### src/hdl/e1_tx_pkg.sv
package e1_tx_pkg;

  // ==========================================================================
  // Structure
  localparam int N_CH      = 2;
  localparam int PADDR_W   = 12;
  localparam int IDX_W     = 10;

  // ==========================================================================
  // Register indices; byte address is four times the index
  localparam logic [IDX_W-1:0] REG_GLOBAL_IDX   = 10'h000;
  localparam logic [IDX_W-1:0] REG_STATUS_IDX   = 10'h001;
  localparam logic [IDX_W-1:0] REG_TX_CFG1_IDX  = 10'h003;
  localparam logic [IDX_W-1:0] CH_STRIDE_IDX    = 10'h010;

  // ==========================================================================
  // Global register fields
  localparam int GLB_SOFT_RESET = 0;

  // ==========================================================================
  // transmit_config_one fields (one register per channel)
  localparam int CFG_W          = 8;
  localparam int CFG_FLOAT      = 0;
  localparam int CFG_POWER_DOWN = 1;
  localparam int CFG_DUAL_RAIL  = 2;
  localparam int CFG_HDB3       = 3;
  localparam int CFG_FALL_EDGE  = 4;
  localparam int CFG_DATA_INV   = 5;
  localparam int CFG_REMOTE_LB  = 6;
  localparam int CFG_INT_PAT    = 7;
  localparam logic [CFG_W-1:0] CFG_RESET = 8'h01;

  // ==========================================================================
  // Status register fields
  localparam int STS_CLK_LOST = 0;
  localparam int STS_OE       = 2;
  localparam int STS_MCLK_LOST = 4;
  localparam int STS_GLB_FLOAT = 5;

  // ==========================================================================
  // Timing
  localparam int CLK_PERIOD_NS   = 8;
  localparam int CLK_LOSS_LIMIT  = 70;
  localparam int LOSS_CNT_W      = 7;
  localparam int E1_BIT_NS       = 488;
  localparam int PATTERN_DIV     = (E1_BIT_NS / CLK_PERIOD_NS > 1) ?
                                   E1_BIT_NS / CLK_PERIOD_NS : 1;
  localparam int PAT_CNT_W       = 8;

  // ==========================================================================
  // Line symbols inside the encoder pipeline
  typedef enum logic [1:0] {
    SYM_ZERO = 2'b00,
    SYM_ONE  = 2'b01,
    SYM_B    = 2'b10,
    SYM_V    = 2'b11
  } sym_t;

endpackage

### src/hdl/e1_tx_input.sv
`timescale 1ns/1ns
module e1_tx_input
  import e1_tx_pkg::*;
#(
  parameter int NCH = e1_tx_pkg::N_CH
)
(
  input  wire logic                          clk,
  input  wire logic                          rst_n,
  input  wire logic                          clk_en,
  input  wire logic                          psel,
  input  wire logic                          penable,
  input  wire logic                          pwrite,
  input  wire logic [e1_tx_pkg::PADDR_W-1:0] paddr,
  input  wire logic [31:0]                   pwdata,
  output logic      [31:0]                   prdata,
  output logic                               pready,
  output logic                               pslverr,
  input  wire logic                          global_driver_float,
  input  wire logic                          mclk_lost,
  input  wire logic [NCH-1:0]                tx_clock_in,
  input  wire logic [NCH-1:0]                tx_single_rail_data,
  input  wire logic [NCH-1:0]                tx_negative_rail_data,
  output logic      [NCH-1:0]                tx_line_pos,
  output logic      [NCH-1:0]                tx_line_neg,
  output logic      [NCH-1:0]                tx_line_pair_oe
);

  logic [CFG_W-1:0]     transmit_config_one [NCH];
  logic [1:0]           gfloat_sync;
  logic [1:0]           mclk_sync;
  logic                 soft_rst;
  logic [IDX_W-1:0]     idx;
  logic                 setup;
  logic                 wr_en;
  logic [NCH-1:0]       cfg_hit;
  logic                 hit_any;
  logic [31:0]          next_prdata;
  logic [NCH-1:0]       clk_lost;
  logic [NCH-1:0]       stb;
  logic [NCH-1:0]       smp_p;
  logic [NCH-1:0]       smp_n;
  logic [NCH-1:0]       next_oe;
  logic [PAT_CNT_W-1:0] pat_cnt;
  logic                 pat_stb;

  assign idx   = paddr[PADDR_W-1:2];
  assign setup = psel & ~penable;
  assign wr_en = psel & penable & pready & pwrite & ~pslverr;

  // ==========================================================================
  // Pin synchronisers for the asynchronous control inputs
  always_ff @(posedge clk or negedge rst_n) begin
    if (!rst_n) begin
      gfloat_sync <= 2'h0;
      mclk_sync   <= 2'h0;
    end else if (clk_en) begin
      gfloat_sync <= {gfloat_sync[0], global_driver_float};
      mclk_sync   <= {mclk_sync[0], mclk_lost};
    end
  end

  // ==========================================================================
  // APB slave: data is prepared in the setup cycle so the first access cycle
  // completes; every transfer therefore takes exactly two cycles.
  always_comb begin
    hit_any = (idx == REG_GLOBAL_IDX) | (idx == REG_STATUS_IDX);
    for (int c = 0; c < NCH; c++) begin
      cfg_hit[c] = (idx == IDX_W'(REG_TX_CFG1_IDX + CH_STRIDE_IDX * c));
      hit_any    = hit_any | cfg_hit[c];
    end
  end

  always_comb begin
    next_prdata = 32'h0000_0000;
    if (idx == REG_STATUS_IDX) begin
      next_prdata[STS_CLK_LOST +: NCH] = clk_lost;
      next_prdata[STS_OE +: NCH]       = tx_line_pair_oe;
      next_prdata[STS_MCLK_LOST]       = mclk_sync[1];
      next_prdata[STS_GLB_FLOAT]       = gfloat_sync[1];
    end
    for (int c = 0; c < NCH; c++) begin
      if (cfg_hit[c]) begin
        next_prdata[CFG_W-1:0] = transmit_config_one[c];
      end
    end
  end

  always_ff @(posedge clk or negedge rst_n) begin
    if (!rst_n) begin
      pready  <= 1'b0;
      pslverr <= 1'b0;
      prdata  <= 32'h0000_0000;
    end else if (clk_en) begin
      pready <= setup;
      if (setup) begin
        pslverr <= ~hit_any;
        prdata  <= pwrite ? 32'h0000_0000 : next_prdata;
      end else begin
        pslverr <= 1'b0;
      end
    end
  end

  // ==========================================================================
  // Soft reset: one-cycle pulse that returns configuration to its reset value
  always_ff @(posedge clk or negedge rst_n) begin
    if (!rst_n) begin
      soft_rst <= 1'b0;
    end else if (clk_en) begin
      soft_rst <= wr_en & (idx == REG_GLOBAL_IDX) & pwdata[GLB_SOFT_RESET];
    end
  end

  // ==========================================================================
  // Per-channel configuration; reset value has the float bit set
  always_ff @(posedge clk or negedge rst_n) begin
    if (!rst_n) begin
      for (int c = 0; c < NCH; c++) begin
        transmit_config_one[c] <= CFG_RESET;
      end
    end else if (clk_en) begin
      for (int c = 0; c < NCH; c++) begin
        if (soft_rst) begin
          transmit_config_one[c] <= CFG_RESET;
        end else if (wr_en && cfg_hit[c]) begin
          transmit_config_one[c] <= pwdata[CFG_W-1:0];
        end
      end
    end
  end

  // ==========================================================================
  // Internal pattern timing from the master clock, all ones at the E1 rate
  always_ff @(posedge clk or negedge rst_n) begin
    if (!rst_n) begin
      pat_cnt <= '0;
      pat_stb <= 1'b0;
    end else if (clk_en) begin
      if (pat_cnt == PAT_CNT_W'(PATTERN_DIV - 1)) begin
        pat_cnt <= '0;
        pat_stb <= 1'b1;
      end else begin
        pat_cnt <= pat_cnt + 1'b1;
        pat_stb <= 1'b0;
      end
    end
  end

  // ==========================================================================
  // Channels
  generate
    for (genvar c = 0; c < NCH; c++) begin : g_ch
      logic cfg_inv;
      logic cfg_pat;
      logic bit_p;
      logic bit_n;
      logic bit_stb;

      assign cfg_inv = transmit_config_one[c][CFG_DATA_INV];
      assign cfg_pat = transmit_config_one[c][CFG_INT_PAT];
      // Negative rail is ignored in single rail, so a floating pin cannot leak
      assign bit_p   = cfg_pat | (smp_p[c] ^ cfg_inv);
      assign bit_n   = ~cfg_pat & transmit_config_one[c][CFG_DUAL_RAIL] &
                       (smp_n[c] ^ cfg_inv);
      assign bit_stb = cfg_pat ? pat_stb : stb[c];

      tclk_monitor u_mon (
        .clk          (clk),
        .rst_n        (rst_n),
        .clk_en       (clk_en),
        .tx_clock_in  (tx_clock_in[c]),
        .data_p       (tx_single_rail_data[c]),
        .data_n       (tx_negative_rail_data[c]),
        .falling_edge (transmit_config_one[c][CFG_FALL_EDGE]),
        .sample_stb   (stb[c]),
        .sample_p     (smp_p[c]),
        .sample_n     (smp_n[c]),
        .clk_lost     (clk_lost[c])
      );

      line_encoder u_enc (
        .clk       (clk),
        .rst_n     (rst_n),
        .clk_en    (clk_en),
        .bit_stb   (bit_stb),
        .bit_in    (bit_p),
        .neg_in    (bit_n),
        .dual_rail (transmit_config_one[c][CFG_DUAL_RAIL] & ~cfg_pat),
        .hdb3      (transmit_config_one[c][CFG_HDB3]),
        .line_pos  (tx_line_pos[c]),
        .line_neg  (tx_line_neg[c])
      );

      // Loopback and internal pattern do not depend on the transmit clock
      assign next_oe[c] = ~(gfloat_sync[1]
                          | mclk_sync[1]
                          | transmit_config_one[c][CFG_FLOAT]
                          | transmit_config_one[c][CFG_POWER_DOWN]
                          | soft_rst
                          | (clk_lost[c]
                             & ~transmit_config_one[c][CFG_REMOTE_LB]
                             & ~cfg_pat));
    end
  endgenerate

  // ==========================================================================
  // Driver enables start disabled, so the pair floats from reset
  always_ff @(posedge clk or negedge rst_n) begin
    if (!rst_n) begin
      tx_line_pair_oe <= '0;
    end else if (clk_en) begin
      tx_line_pair_oe <= next_oe;
    end
  end

endmodule

### src/hdl/tclk_monitor.sv
`timescale 1ns/1ns
module tclk_monitor
  import e1_tx_pkg::*;
(
  input  wire logic clk,
  input  wire logic rst_n,
  input  wire logic clk_en,
  input  wire logic tx_clock_in,
  input  wire logic data_p,
  input  wire logic data_n,
  input  wire logic falling_edge,
  output logic      sample_stb,
  output logic      sample_p,
  output logic      sample_n,
  output logic      clk_lost
);

  logic [2:0]            clk_sync;
  logic [1:0]            p_sync;
  logic [1:0]            n_sync;
  logic [LOSS_CNT_W-1:0] still_cnt;
  logic                  rise;
  logic                  fall;

  // ==========================================================================
  // Synchronisers; data shares the clock's delay so the edge sees aligned bits
  always_ff @(posedge clk or negedge rst_n) begin
    if (!rst_n) begin
      clk_sync <= 3'h0;
      p_sync   <= 2'h0;
      n_sync   <= 2'h0;
    end else if (clk_en) begin
      clk_sync <= {clk_sync[1:0], tx_clock_in};
      p_sync   <= {p_sync[0], data_p};
      n_sync   <= {n_sync[0], data_n};
    end
  end

  assign rise = clk_sync[1] & ~clk_sync[2];
  assign fall = ~clk_sync[1] & clk_sync[2];

  // ==========================================================================
  // Sampling on the selected active edge
  always_ff @(posedge clk or negedge rst_n) begin
    if (!rst_n) begin
      sample_stb <= 1'b0;
      sample_p   <= 1'b0;
      sample_n   <= 1'b0;
    end else if (clk_en) begin
      sample_stb <= falling_edge ? fall : rise;
      if (falling_edge ? fall : rise) begin
        sample_p <= p_sync[1];
        sample_n <= n_sync[1];
      end
    end
  end

  // ==========================================================================
  // Loss detect: level held beyond the limit in master clock cycles
  always_ff @(posedge clk or negedge rst_n) begin
    if (!rst_n) begin
      still_cnt <= '0;
      clk_lost  <= 1'b0;
    end else if (clk_en) begin
      if (rise | fall) begin
        still_cnt <= '0;
        clk_lost  <= 1'b0;
      end else if (still_cnt != LOSS_CNT_W'(CLK_LOSS_LIMIT)) begin
        still_cnt <= still_cnt + 1'b1;
      end else begin
        clk_lost <= 1'b1;
      end
    end
  end

endmodule

### src/hdl/line_encoder.sv
`timescale 1ns/1ns
module line_encoder
  import e1_tx_pkg::*;
(
  input  wire logic clk,
  input  wire logic rst_n,
  input  wire logic clk_en,
  input  wire logic bit_stb,
  input  wire logic bit_in,
  input  wire logic neg_in,
  input  wire logic dual_rail,
  input  wire logic hdb3,
  output logic      line_pos,
  output logic      line_neg
);

  sym_t pipe [4];
  logic last_pol;
  logic parity;
  logic run4;
  sym_t head;

  // Four zeros in a row once this one enters
  assign run4 = hdb3 & ~bit_in & (pipe[0] == SYM_ZERO) &
                (pipe[1] == SYM_ZERO) & (pipe[2] == SYM_ZERO);
  assign head = pipe[3];

  // ==========================================================================
  // Four-bit lookahead so a B pulse can be placed ahead of its V
  always_ff @(posedge clk or negedge rst_n) begin
    if (!rst_n) begin
      pipe[0]  <= SYM_ZERO;
      pipe[1]  <= SYM_ZERO;
      pipe[2]  <= SYM_ZERO;
      pipe[3]  <= SYM_ZERO;
      parity   <= 1'b0;
      last_pol <= 1'b0;
      line_pos <= 1'b0;
      line_neg <= 1'b0;
    end else if (clk_en && bit_stb) begin
      if (dual_rail) begin
        // Both rails high is a space
        line_pos <= bit_in & ~neg_in;
        line_neg <= neg_in & ~bit_in;
      end else begin
        pipe[1] <= pipe[0];
        pipe[2] <= pipe[1];
        if (run4) begin
          pipe[0] <= SYM_V;
          pipe[3] <= parity ? SYM_ZERO : SYM_B;
          parity  <= 1'b0;
        end else begin
          pipe[0] <= bit_in ? SYM_ONE : SYM_ZERO;
          pipe[3] <= pipe[2];
          if (bit_in) begin
            parity <= ~parity;
          end
        end
        case (head)
          SYM_ONE, SYM_B: begin
            line_pos <= ~last_pol;
            line_neg <= last_pol;
            last_pol <= ~last_pol;
          end
          SYM_V: begin
            line_pos <= last_pol;
            line_neg <= ~last_pol;
          end
          default: begin
            line_pos <= 1'b0;
            line_neg <= 1'b0;
          end
        endcase
      end
    end
  end

endmodule

### config.mk
export PLATFORM = sky130hd
export DESIGN_NAME = e1_tx_input
export DESIGN_NICKNAME = d
export VERILOG_FILES = /design/src/hdl/e1_tx_pkg.sv /design/src/hdl/e1_tx_input.sv /design/src/hdl/tclk_monitor.sv /design/src/hdl/line_encoder.sv
export SDC_FILE = /design/constraint.sdc
export NUM_CORES = 1
export LEC_CHECK = 0
export BUFFER_PORTS_ARGS = -buffer_cell sky130_fd_sc_hd__buf_2
export CORE_ASPECT_RATIO = 1.25
export CORE_MARGIN = 2
export CORE_UTILIZATION = 50
export CTS_CLUSTER_SIZE = 16
export DETAILED_ROUTE_END_ITERATION = 12
export HOLD_SLACK_MARGIN = 0.02
export PLACE_DENSITY = 0.76
export SLEW_MARGIN = 15
export SYNTH_ARGS = -nofsm -noshare
export SYNTH_HDL_FRONTEND = slang
export SYNTH_SLANG_ARGS = --single-unit
### constraint.sdc
create_clock -name clk -period 1.6 [get_ports clk]
set_input_delay 0.32 -clock clk [delete_from_list [all_inputs] [get_ports clk]]
set_output_delay 0.32 -clock clk [all_outputs]
set_load 0.03 [all_outputs]
Word-level counts from Yosys, hierarchy flattened

Index checks and enable logic that the tools add are counted.

Register bits: 126
Bits of input ports: 58
Output and inout bits: 40
Logic and storage cells: 211

Add/sub/neg operators: 3
Equal/unequal tests: 14
Muxes and demuxes: 43
Bitwise gates (word level): 74
Reduce and logical (&&, ||, !) cells: 34

Operators with widths:

| cell                                                              | count |
|---|---|
| 8-bit 2-to-1 mux                                                  | 8 |
| 1-bit bitwise AND                                                 | 31 |
| 7-bit 2-to-1 mux                                                  | 4 |
| 1-bit NOT                                                         | 23 |
| 2-bit AND reduction                                               | 11 |
| 1-bit 2-to-1 mux                                                  | 20 |
| 1-bit OR                                                          | 16 |
| 7-bit by 1-bit adder with 7-bit output (second input constant)    | 2 |
| 7-bit != test (second input constant)                             | 2 |
| 2-bit logical NOT                                                 | 6 |
| 2-bit 2-to-1 mux                                                  | 6 |
| 3-bit AND reduction                                               | 4 |
| 2-bit nonzero test                                                | 6 |
| 10-bit by 1-bit == test with 1-bit output (second input constant) | 1 |
| 10-bit by 2-bit == test with 1-bit output (second input constant) | 1 |
| 10-bit by 5-bit == test with 1-bit output (second input constant) | 1 |
| 10-bit logical NOT                                                | 1 |
| 8-bit by 1-bit adder with 8-bit output (second input constant)    | 1 |
| 2-bit == test (second input constant)                             | 4 |
| 8-bit by 6-bit == test with 1-bit output (second input constant)  | 1 |
| 1-bit one-hot mux with 2 select lines                             | 4 |
| 6-bit 2-to-1 mux                                                  | 1 |
| 2-bit by 1-bit == test with 1-bit output (second input constant)  | 2 |
| 1-bit logical AND                                                 | 4 |
| 3 further kinds                                                   | 8 |

Longest topological paths before layout

Gate-level depths: netlist (run 1).

Depth after elaboration: 9
Mapped depth: 6
Gate-level depth less buffers: 6

By module

From an unflattened synthesis (run 1), not the netlist that was laid out.

Cells, all modules: 513
Area total of the unflattened synthesis: 5356.4 um^2

Modules (own cells, without submodules):

| module       | times used | cells an instance | area an instance (um^2) | seq. area each (um^2) |
|---|---|---|---|---|
| e1_tx_input  | 1          | 247               | 2433.6                  | 1053.5 |
| tclk_monitor | 2          | 75                | 885.8                   | 450.4 |
| line_encoder | 2          | 58                | 575.6                   | 300.3 |

Least setup slack after synthesis (run 1)

OpenSTA, ideal clock, no wires.

Kind: register to register
From: register pslverr
To: register transmit_config_one[8] (netlist bit)
Setup time: 0.082 ns
Data arrival time: 1.617 ns
Required time: 1.518 ns
Setup slack: -0.098 ns
Cell stages (with the launch flop): 6
Buffers on the path: 1
Period minus slack after synthesis: 1.698 ns
Path through: dfrtp_1 > and4b_1 > nand4_4 > or2_0 > clkbuf_2 > o31a_1

Word-level cells in the longest chain between the ends: 5

RTL lines:

| element                         | line               | text |
|---|---|---|
| from (decl)                     | e1_tx_input.sv:18  | `output logic pslverr,` |
| from (signal assigned)          | e1_tx_input.sv:97  | `pslverr <= ~hit_any;` |
| 1-bit NOT                       | e1_tx_input.sv:49  | `assign wr_en = psel & penable & pready & pwrite & ~pslverr;` |
| 1-bit bitwise AND               | e1_tx_input.sv:49  |  |
| 1-bit logical AND               | e1_tx_input.sv:126 | `end else if (wr_en && cfg_hit[c]) begin` |
| 2-bit nonzero test (no line)    | --                 |  |
| 2-bit AND reduction (no line)   | --                 |  |
| to (signal, indexed assignment) | e1_tx_input.sv:127 | `transmit_config_one[c] <= pwdata[CFG_W-1:0];` |
| to (decl)                       | e1_tx_input.sv:29  | `logic [CFG_W-1:0] transmit_config_one [NCH];` |

No other way between the ends.
A chain may end at the register's enable or synchronous reset.

Final worst setup path (run 1)

From: register soft_rst
To: register tx_line_pair_oe[0]

Word-level cells in the longest chain between the ends: 3

RTL lines:

| element                | line               | text |
|---|---|---|
| from (decl)            | e1_tx_input.sv:32  | `logic soft_rst;` |
| from (signal assigned) | e1_tx_input.sv:111 | `soft_rst <= wr_en & (idx == REG_GLOBAL_IDX) & pwdata[GLB_SOFT_RESET];` |
| 1-bit OR               | e1_tx_input.sv:200 | `\| soft_rst` |
| 1-bit OR               | e1_tx_input.sv:201 | `\| (clk_lost[c]` |
| 1-bit NOT              | e1_tx_input.sv:196 | `assign next_oe[c] = ~(gfloat_sync[1]` |
| to (signal assigned)   | e1_tx_input.sv:213 | `tx_line_pair_oe <= next_oe;` |
| to (decl)              | e1_tx_input.sv:26  | `output logic [NCH-1:0] tx_line_pair_oe` |

No other way between the ends.

==> metrics.txt, run 1 <==
YS warnings=0; wire length per cell=15.41 microns; R2R Setup Slk=70 ps; CTS Sinks=102; area of the core=10160 sq um; register bit total from synthesis=102; Total Routed Length=11.37 mm; hold_sp=mclk_lost; Pleak=2.888 nW; EDFF count, synth=0; Register Area=2559 sq um; mux share of post-synthesis cell area=7.245%; Async S/R FF share, synth=100.0%; VDD IR max=0.5006 mV; Reg2Reg Depth=3; dominant synthesized flop cell=dfrtp_1; Residual DRC=0; Synth area leader=dfrtp_1; # IOs=98; Cell Area, Synth=5233 sq um; Multi-input gate area=2446 sq um; row count=41; RSZ-0062 raised after global routing=true; Cell variety after synth=60; starting density of the core=51.52%; Crit Reg-Reg Startpoint=soft_rst$_DFFE_PN0P_; outcome=finished, final reports clean; # port buffers=47; largest cells by area after synthesis=dfrtp_1 48%, nand2_1 5.1%, mux2_2 4.9%; Overflow after GRT=0; NumNets Final=676; total power=6.767 mW; Worst Clk Skew=~11 ps; Area growth, synth to finish=16.40%; Hold Crit Class=in -> reg; Vias=about 4k; Antenna Cells=0; CP startpoint kind=flop; power per cell area=1111 nW/um^2; Critical Path RT=1880 ps; Clock Latency Late Sink=350 ps; Max clock buf depth=2; crit path kind=reg -> reg; Post-Synth Simple-Gate Area=18.03%; Largest stage delay, worst path=590 ps; DR vias/cell=5.550; Final Hold Fails=0; Yosys top cell area share=47.82%; Critical Path End Type=flop; Synth Area in Compound Gates=approximately 14%; iteration count of the initial detailed-routing pass=4; Post-DRT Antenna Nets=0; xor/xnor cell area share of the yosys netlist=1.674%; Tcrit/Tclk final=a little over nine tenths; CTS tree=yes; WHS=205.8 ps; cells along the critical path=or4_1, a2111oi_2, a21o_1; most common cell in the netlist=dfrtp_1; register area share after synthesis=between 40% and 50%; HPWL after detailed placement=approximately 8.3 mm; worst setup path startpoint=soft_rst$_DFFE_PN0P_; slowest library cell on the worst path=or4_1; largest net degree at the start of global routing=35; MaxCap Viol Count=0; initial antenna violation count=0; Tmin final=1531 ps; maximum net fanout on the critical path=2; clk slew on worst S/H paths=around 70 ps; CTS buffer count=9; depth of the CTS H-tree=3; die height=approximately 120 microns; global-route wire length before repair=19.20 mm; DIE WIDTH=between 90 and 100 microns; Max Freq=653.1 MHz; Hold Path End=mclk_sync[0]$_DFFE_PN0P_; worst hold path depth=2; final setup fails=0; Clk Tree Root Cell=clkbuf_16; share of layout cells above drive strength 1=24.14%; number of fillers in the final layout=836; Global Route Usage Sum=21.77%; main combinational cell family by area after synthesis=simple AND/OR/NAND/NOR gates; routability cong.=0.8483; RR Endpoint=tx_line_pair_oe[0]$_DFFE_PN0P_; Die Area=11300 sq um; Post-synth top cells=100 x dfrtp_1, 71 x nand2_1, 40 x o21ai_0; fin. max-slew vios=0; syn_area_per_cell=9.762 sq um; Syn Inst Count=around 540; fraction of the mapped netlist area in adder cells=2.869%; CP arrival=1810 ps; drt initial violations=between 150 and 200; vias in the first global route=4193
-- area by class of cell --
cell class | instances | area share, %
inverters | 26 | 1.602
flip-flops and latches | 102 | 42.01
multi-input cells | 382 | 40.16
clock buffers | 11 | 3.985
repair buffers | 85 | 9.244
clock inverters | 3 | 0.3492
well taps | 129 | 2.650
-- stage by stage --
stage	setup WS [ps]	utilization, %	cells	setup TNS (ps)	cell area (sq um)
finish	68.87	59.97	738	0	6091
CTS	2.814	59.14	735	0	6007
global route	-8.208	59.97	738	-8.208	6091
floorplan	-41.94	-	559	-41.94	5335
global placement	-75.66	56.44	720	-482.6	5733
detailed placement	-110.0	56.44	720	-919.3	5733
-- where the power goes --
part	internal (mW)	switching [mW]	leakage [nW]	total, mW
clock	1.08	0.923	0.128	2.01
combinational	0.652	0.772	1.50	1.42
sequential	2.97	0.363	1.26	3.34
-- worst max path at each step --
stage	to	slack [ps]	depth (start not counted)
finish	tx_line_pair_oe[0]$_DFFE_PN0P_	70	3
global route	g_ch[1].u_mon.still_cnt[0]$_DFFE_PN0P_	-8	6
CTS	tx_line_pair_oe[0]$_DFFE_PN0P_	3	3
detailed placement	prdata[4]$_DFFE_PN0P_	-110	6
global placement	prdata[3]$_DFFE_PN0P_	-80	6
floorplan	transmit_config_one[8]$_DFFE_PN1P_	-40	5
-- worst max-delay path: cells and delay by family, from the launching register on --
kind / cells / cell delay (ps)
compound gates: 2 / 490
flops: 1 / 400
simple gates: 1 / 590
-- flip-flops by register name, summed over array words and instances (netlist names), 4 cells and up --
name	count
g_ch.u_enc.pipe	12
g_ch.u_mon.p_sync	4
g_ch.u_mon.still_cnt	14
g_ch.u_mon.n_sync	4
prdata	8
transmit_config_one	12
g_ch.u_enc.head	4
pat_cnt	8
g_ch.u_mon.clk_sync	6
-- logic make-up (layout without fill, tap and decap cells) --
group / count (synthesis) / count (layout)
fa+ha+maj: 12 / 12
xor+xnor: 10 / 10
mux: 35 / 35
flops: 102 / 102
buf+inv: 75 / 125
other cells: 1 / 24
compound gates: 116 / 116
simple gates: 185 / 185
-- timing repair --
action                                  in CTS  in global routing
buffers inserted                             0                  3
pin swaps                                    0                  4
endpoints found under the setup margin       1                 18
gates resized for setup                      1                 21
hold buffers                                 1                  0
hold endpoints to repair                    27                  0
-- placed cells by master (no fill, tap or decap), types with 9 or more instances in the layout --
cell type / n
a21oi_1: 23
a31oi_1: 9
buf_2: 46
buf_4: 35
clkbuf_16: 9
conb_1: 24
dfrtp_1: 97
ha_1: 11
inv_1: 25
mux2_2: 23
mux2i_1: 12
nand2_1: 70
nand3_1: 16
nor2_1: 33
nor2b_1: 19
o21ai_0: 35
-- metal layers --
metal	track usage (%)	wire, microns
met5	0	0
met4	10.54	198
met3	3.824	485
met2	37.72	6171
met1	25.55	4514
No activity file was read; power rests on OpenSTA's default activity.
==> inputs of run 2 (changes only) <==
--- a/config.mk
+++ b/config.mk
@@ -5,14 +5,15 @@
 export SDC_FILE = /design/constraint.sdc
 export NUM_CORES = 1
 export LEC_CHECK = 0
+export ABC_AREA = 1
 export BUFFER_PORTS_ARGS = -buffer_cell sky130_fd_sc_hd__buf_2
 export CORE_ASPECT_RATIO = 1.25
 export CORE_MARGIN = 2
-export CORE_UTILIZATION = 50
+export CORE_UTILIZATION = 51
 export CTS_CLUSTER_SIZE = 16
 export DETAILED_ROUTE_END_ITERATION = 12
 export HOLD_SLACK_MARGIN = 0.02
-export PLACE_DENSITY = 0.76
+export PLACE_DENSITY = 0.77
 export SLEW_MARGIN = 15
 export SYNTH_ARGS = -nofsm -noshare
 export SYNTH_HDL_FRONTEND = slang
==> metrics.txt, run 2 <==
VDD IR max=0.5162 mV (+3.1%); main combinational cell family by area after synthesis=simple AND/OR/NAND/NOR gates; CTS buffer count=9 (unchanged); area of the core=10560 sq um (+4.0%); MaxCap Viol Count=0 (unchanged); Clock power frac=27.7% (-2.0 points); Async S/R FF share, synth=100.0% (unchanged); Cell Area, Synth=5509 sq um (+5.3%); Final WS setup=124.9 ps (+56.06 ps); clk slew on worst S/H paths=70 ps (about the same); syn_area_per_cell=7.792 sq um (-20%); iteration count of the initial detailed-routing pass=5 (+1); Critical Path End Type=flop; die height=120.2 microns (+1.5%); # placed instances=887 (+23%); Power Internal=4.851 mW (+3.0%); routability cong.=0.9101 (+7.3%); register area share after synthesis=46.38% (-2.5 points); Final Hold Fails=0 (unchanged); fin. max-slew vios=0 (unchanged); RSZ-0062 raised after global routing=true; fin cells=904 (+22%); Synth area leader=dfrtp_1; Global Route Usage Sum=21.37% (-0.40 points); wire length per cell=12.75 microns (-17%); number of fillers in the final layout=936 (+12%); global-route wire length before repair=20.26 mm (+5.5%); crit path kind=reg -> reg; CP arrival=1700 ps (-110 ps); WHS=165.9 ps (-39.83 ps); EDFF count, synth=0 (unchanged); register bit total from synthesis=102 (unchanged); Yosys top cell area share=45.42% (-2.4 points); largest net degree at the start of global routing=29 (-17%); starting density of the core=52.16% (+0.64 points); total power=7.346 mW (+8.6%); Placed Area=5882 sq um (+2.6%); Overflow after GRT=0 (unchanged); Syn Inst Count=707 (+32%); outcome=finished, final reports clean; initial antenna violation count=0 (unchanged); most frequent cells in the layout=212 x nand2_1, 100 x dfrtp_1, 84 x inv_1, 66 x nor2_1, 64 x nand3_1; NumNets Final=837 (+24%); Util after Layout=58.43% (-1.5 points); xor/xnor cell area share of the yosys netlist=2.067% (+0.39 points); fraction of the mapped netlist area in adder cells=2.725% (-0.14 points); largest cells by area after synthesis=dfrtp_1 45%, nand2_1 15%, nand3_1 5.8%; dominant synthesized flop cell=dfrtp_1; most common cell in the netlist=nand2_1; DR vias/cell=5.084 (-8.4%); Critical Path RT=1830 ps (-50 ps); Clock Latency Late Sink=350 ps (about the same); Antenna Cells=0 (unchanged); share of layout cells above drive strength 1=14.38% (-9.8 points); max reg flops=14 (unchanged); Vias=4596 (+12%); CTS tree=yes; power per cell area=1190 nW/um^2 (+7.1%); CTS Sinks=102 (unchanged); Tmin final=1475 ps (-56.06 ps); design area=6172 sq um (+1.3%); Fin Setup TNS=0 ps (unchanged); Area growth, synth to finish=12.04%; final setup fails=0 (unchanged); CP startpoint kind=flop; YS warnings=0 (unchanged); # IOs=98 (unchanged); maximum net fanout on the critical path=6 (+4); Post-DRT Antenna Nets=0 (unchanged); DIE WIDTH=96.96 microns (+1.5%); DP Worst Slack=68.75 ps (+178.7 ps); # port buffers=47 (unchanged); Residual DRC=0 (unchanged); depth of the CTS H-tree=3 (unchanged); Post-synth top cells=213 x nand2_1, 100 x dfrtp_1, 84 x inv_1; commonest non-fill, non-tap cell in the layout=nand2_1; Sw Share=33.96% (+3.5 points); combinational power share=24.3% (+3.3 points); Max clock buf depth=2 (unchanged); Worst Clk Skew=7.264 ps (-3.751 ps); Cell variety after synth=36 (-40%); Tcrit/Tclk final=92.19% (-3.5 points); Most flops, register=g_ch.u_mon.still_cnt; row count=42 (+2.4%); Switching Power=2.495 mW (+21%); drt initial violations=317 (+67%); Synth Area in Compound Gates=6.655% (-7.1 points); Clk Tree Root Cell=clkbuf_16; Hold Crit Class=in -> reg; Total Routed Length=11.53 mm (+1.4%); mux share of post-synthesis cell area=0% (-7.2 points); Pleak=3.344 nW (+16%); Die Area=11650 sq um (+3.1%); Largest regs=g_ch.u_mon.still_cnt: 14 flops, g_ch.u_enc.pipe: 12 flops, transmit_config_one: 12 flops; HPWL after detailed placement=8.827 mm (+5.8%); Max Freq=677.9 MHz (+3.8%); Post-Synth Simple-Gate Area=30.75% (+13 points); vias in the first global route=4570 (+9.0%); Flop pwr share=48.0% (-1.3 points)
==> run 2: cell count changes after synthesis, moves of 19 or more <==
cell	previous run	this run
nand2_1	71	213
inv_1	26	84
nand3_1	16	64
mux2_2	23	0
nor2_1	33	66
nor2b_1	19	0
==> run 2: layer usage <==
| metal | global-route usage (%) | wire [microns] | vias to the layer above |
|---|---|---|---|
| li1 | - | - | 2298 |
| met1 | 27.33 | 5077 | 2145 |
| met2 | 36.02 | 5663 | 129 |
| met3 | 3.468 | 508 | 24 |
| met4 | 9.419 | 279 | 0 |
| met5 | 0 | 0 | - |
==> run 2: worst max-delay path, stage by stage (launching register included) <==
cell,delay [ps]
dfrtp_1,400
inv_1,130
ha_1,160
nand2_1,40
inv_1,40
nand4_1,160
a21oi_1,180
buf_4,150
o21ai_0,90
==> run 2: kinds of logic (layout without fill, tap and decap cells) <==
kind of cell	count (synthesis)	count (layout)
DFF	102	102
xor gates and xnor gates	13	13
other	1	24
adders and majority gates	12	12
buffers and inverters	130	172
AOI/OAI and AO/OA	66	66
and+or+nand+nor	383	383
==> run 2: worst paths after layout <==
kind                                                              from                                endpoint  slack, ps  cells after the start
max in group asynchronous                                        rst_n  g_ch[0].u_mon.still_cnt[5]$_DFFE_PN0P_        620                      3
worst min register to register      transmit_config_one[0]$_DFFE_PN1P_      transmit_config_one[0]$_DFFE_PN1P_        470                      2
min in group asynchronous                                        rst_n   g_ch[1].u_mon.clk_sync[2]$_DFFE_PN0P_        430                      2
worst max register to register  g_ch[0].u_mon.still_cnt[0]$_DFFE_PN0P_  g_ch[0].u_mon.still_cnt[6]$_DFFE_PN0P_        120                      8
worst max-delay path            g_ch[0].u_mon.still_cnt[0]$_DFFE_PN0P_  g_ch[0].u_mon.still_cnt[6]$_DFFE_PN0P_        120                      8
worst min-delay path                               global_driver_float              gfloat_sync[0]$_DFFE_PN0P_        170                      3
==> run 2: repair_timing <==
action                                  CTS  global route
hold buffers                              1             0
endpoints found under the setup margin    0             3
setup buffers                             0             0
endpoints found under the hold margin    22             0
resized for setup                         0             1
==> run 2: layout make-up <==
| cell class | count | area [sq um] | share of cell area, % |
|---|---|---|---|
| repair buffers | 69 | 430.4 | 6.973 |
| multi-input cells | 498 | 2417 | 39.16 |
| clock inverters | 5 | 35.03 | 0.5676 |
| clock buffers | 11 | 242.7 | 3.933 |
| well taps | 132 | 165.2 | 2.676 |
| inverters | 87 | 326.6 | 5.291 |
| flip-flops and latches | 102 | 2555 | 41.39 |
==> run 2: power by group through the flow <==
stage               Sequential, mW  Clock (mW)  Combinational [mW]
finish                        3.52        2.04                1.78
CTS                           3.52        2.08                1.79
global route                  3.61        2.19                2.05
global placement              3.53           0                1.69
floorplan                     3.48           0                1.41
detailed placement            3.56           0                1.78
==> inputs of run 3 (changes only) <==
--- a/config.mk
+++ b/config.mk
@@ -9,11 +9,11 @@
 export BUFFER_PORTS_ARGS = -buffer_cell sky130_fd_sc_hd__buf_2
 export CORE_ASPECT_RATIO = 1.25
 export CORE_MARGIN = 2
-export CORE_UTILIZATION = 51
+export CORE_UTILIZATION = 56
 export CTS_CLUSTER_SIZE = 16
 export DETAILED_ROUTE_END_ITERATION = 12
 export HOLD_SLACK_MARGIN = 0.02
-export PLACE_DENSITY = 0.77
+export PLACE_DENSITY = 0.8
 export SLEW_MARGIN = 15
 export SYNTH_ARGS = -nofsm -noshare
 export SYNTH_HDL_FRONTEND = slang
==> constraint.sdc (replaced) <==
create_clock -name clk -period 1.5 [get_ports clk]
set_input_delay 0.3 -clock clk [delete_from_list [all_inputs] [get_ports clk]]
set_output_delay 0.3 -clock clk [all_outputs]
set_load 0.03 [all_outputs]
==> metrics.txt, run 3 (synthesis gave the netlist of run 2 again) <==
CTS Sinks=102 (unchanged); # placed instances=883 (-0.45%); die height=114.9 microns (-4.4%); Worst Clk Skew=7.196 ps (-0.06866 ps); fin. max-slew vios=0 (unchanged); iteration count of the initial detailed-routing pass=5 (unchanged); # port buffers=47 (unchanged); Hold Crit Class=in -> reg; total power=8.098 mW (+10%); relative slew slack=about two thirds; Clk Tree Root Cell=clkbuf_16; WHS=152.9 ps (-13.03 ps); Clock Latency Late Sink=350 ps (about the same); drt initial violations=273 (-14%); Critical Path End Type=flop; clk slew on worst S/H paths=70 ps (about the same); DR vias/cell=5.090 (+0.11%); Vias=4601 (+0.11%); number of fillers in the final layout=830 (-11%); depth of the CTS H-tree=3 (unchanged); Total Routed Length=11.49 mm (-0.36%); Global Route Usage Sum=23.21% (+1.8 points); VDD IR max=0.6267 mV (+21%); Die Area=10650 sq um (-8.6%); CP arrival=1740 ps (+40 ps); NumNets Final=843 (+0.72%); # IOs=98 (unchanged); Multi-input gate area=2445 sq um (+1.1%); DP Worst Slack=19.63 ps (-49.12 ps); Register Area=2555 sq um (unchanged); CTS buffer count=9 (unchanged); Critical Path RT=1770 ps (-60 ps); CTS tree=yes; row count=40 (-4.8%); commonest non-fill, non-tap cell in the layout=nand2_1; starting density of the core=57.33% (+5.2 points); Placed Area=5914 sq um (+0.55%); largest net degree at the start of global routing=53 (+83%); Tcrit/Tclk final=97.78% (+5.6 points); Largest regs=g_ch.u_mon.still_cnt: 14 flops, g_ch.u_enc.pipe: 12 flops, transmit_config_one: 12 flops; HPWL after detailed placement=8.401 mm (-4.8%); Fin Setup TNS=0 ps (unchanged); MaxCap Viol Count=0 (unchanged); Tmin final=1467 ps (-8.330 ps); fin cells=904 (unchanged); RSZ-0062 raised after global routing=true; DIE WIDTH=92.72 microns (-4.4%); most frequent cells in the layout=211 x nand2_1, 100 x dfrtp_1, 83 x inv_1, 65 x nor2_1, 64 x nand3_1; max reg flops=14 (unchanged); Most flops, register=g_ch.u_mon.still_cnt; Max clock buf depth=2 (unchanged); Final Hold Fails=0 (unchanged); wire length per cell=12.71 microns (-0.36%); worst slew pin tran=511.0 ps; vias in the first global route=4273 (-6.5%); Antenna Cells=0 (unchanged); global-route wire length before repair=19.62 mm (-3.1%); final setup fails=0 (unchanged); CP startpoint kind=flop; maximum net fanout on the critical path=6 (unchanged); Final WS setup=33.26 ps (-91.67 ps); Pleak=3.400 nW (+1.7%); Max Freq=681.8 MHz (+0.57%); Residual DRC=0 (unchanged); outcome=finished, final reports clean; Post-DRT Antenna Nets=0 (unchanged); routability cong.=0.8807 (-3.2%); share of layout cells above drive strength 1=15.81% (+1.4 points); initial antenna violation count=0 (unchanged); area of the core=9609 sq um (-9.0%); Overflow after GRT=0 (unchanged); power per cell area=1286 nW/um^2 (+8.0%); Util after Layout=65.55% (+7.1 points); Area growth, synth to finish=14.33%; design area=6299 sq um (+2.0%); crit path kind=reg -> reg
## run 3: changes by cell type in the layout (fill, tap and decap cells not counted), sizes merged
cell	change
clkinv	-1
clkinvlp	+1
buf	+6
bufinv	+1
clkbuf	-1
## run 3: cell type report
type	count	area share [%]
clock buffer	10	3.794
clock inverter	6	1.132
inverter	87	5.185
multi-input combinational	498	38.82
sequential	102	40.56
tap	126	2.503
timing repair buffer	75	8.006
## run 3: path summary, 6_finish.rpt
kind / startpoint / endpoint / slack [ps] / cells after the start
worst max register to register: g_ch[0].u_mon.still_cnt[0]$_DFFE_PN0P_ / g_ch[0].u_mon.still_cnt[1]$_DFFE_PN0P_ / 30 / 9
worst max-delay path: g_ch[0].u_mon.still_cnt[0]$_DFFE_PN0P_ / g_ch[0].u_mon.still_cnt[1]$_DFFE_PN0P_ / 30 / 9
worst min-delay path: tx_single_rail_data[1] / g_ch[1].u_mon.p_sync[0]$_DFFE_PN0P_ / 150 / 3
worst min register to register: gfloat_sync[0]$_DFFE_PN0P_ / gfloat_sync[0]$_DFFE_PN0P_ / 470 / 2
max in group asynchronous: rst_n / pat_cnt[5]$_DFFE_PN0P_ / 560 / 3
min in group asynchronous: rst_n / g_ch[1].u_mon.still_cnt[2]$_DFFE_PN0P_ / 440 / 2
## run 3: repair_timing
action | in CTS | in global routing
buffers inserted | 0 | 4
hold buffers | 1 | 0
gates cloned | 0 | 0
endpoints found under the hold margin | 26 | 0
pin swaps | 0 | 3
resized for setup | 1 | 11
endpoints found under the setup margin | 3 | 14
## run 3: routing by layer
| metal | GRT usage [%] | share of wire [%] | up-vias |
|---|---|---|---|
| li1 | - | - | 2311 |
| met1 | 30.93 | 45 | 2143 |
| met2 | 38.30 | 48 | 132 |
| met3 | 4.915 | 4.5 | 15 |
| met4 | 7.549 | 2.2 | 0 |
| met5 | 0 | 0 | - |
## run 3: where the power goes
part | switching (mW) | internal [mW] | total, mW
logic | 1.24 | 0.732 | 1.97
registers | 0.424 | 3.32 | 3.74
clock network | 1.03 | 1.35 | 2.38
## run 3: critical path, stage by stage, from the launching register on
cell and delay [ps]:
dfrtp_1 400, inv_2 80, ha_1 140, nand2_1 50, inv_1 50, nand4_1 190, a21oi_2 230, buf_6 140
nand2_1 40, o21ai_1 70
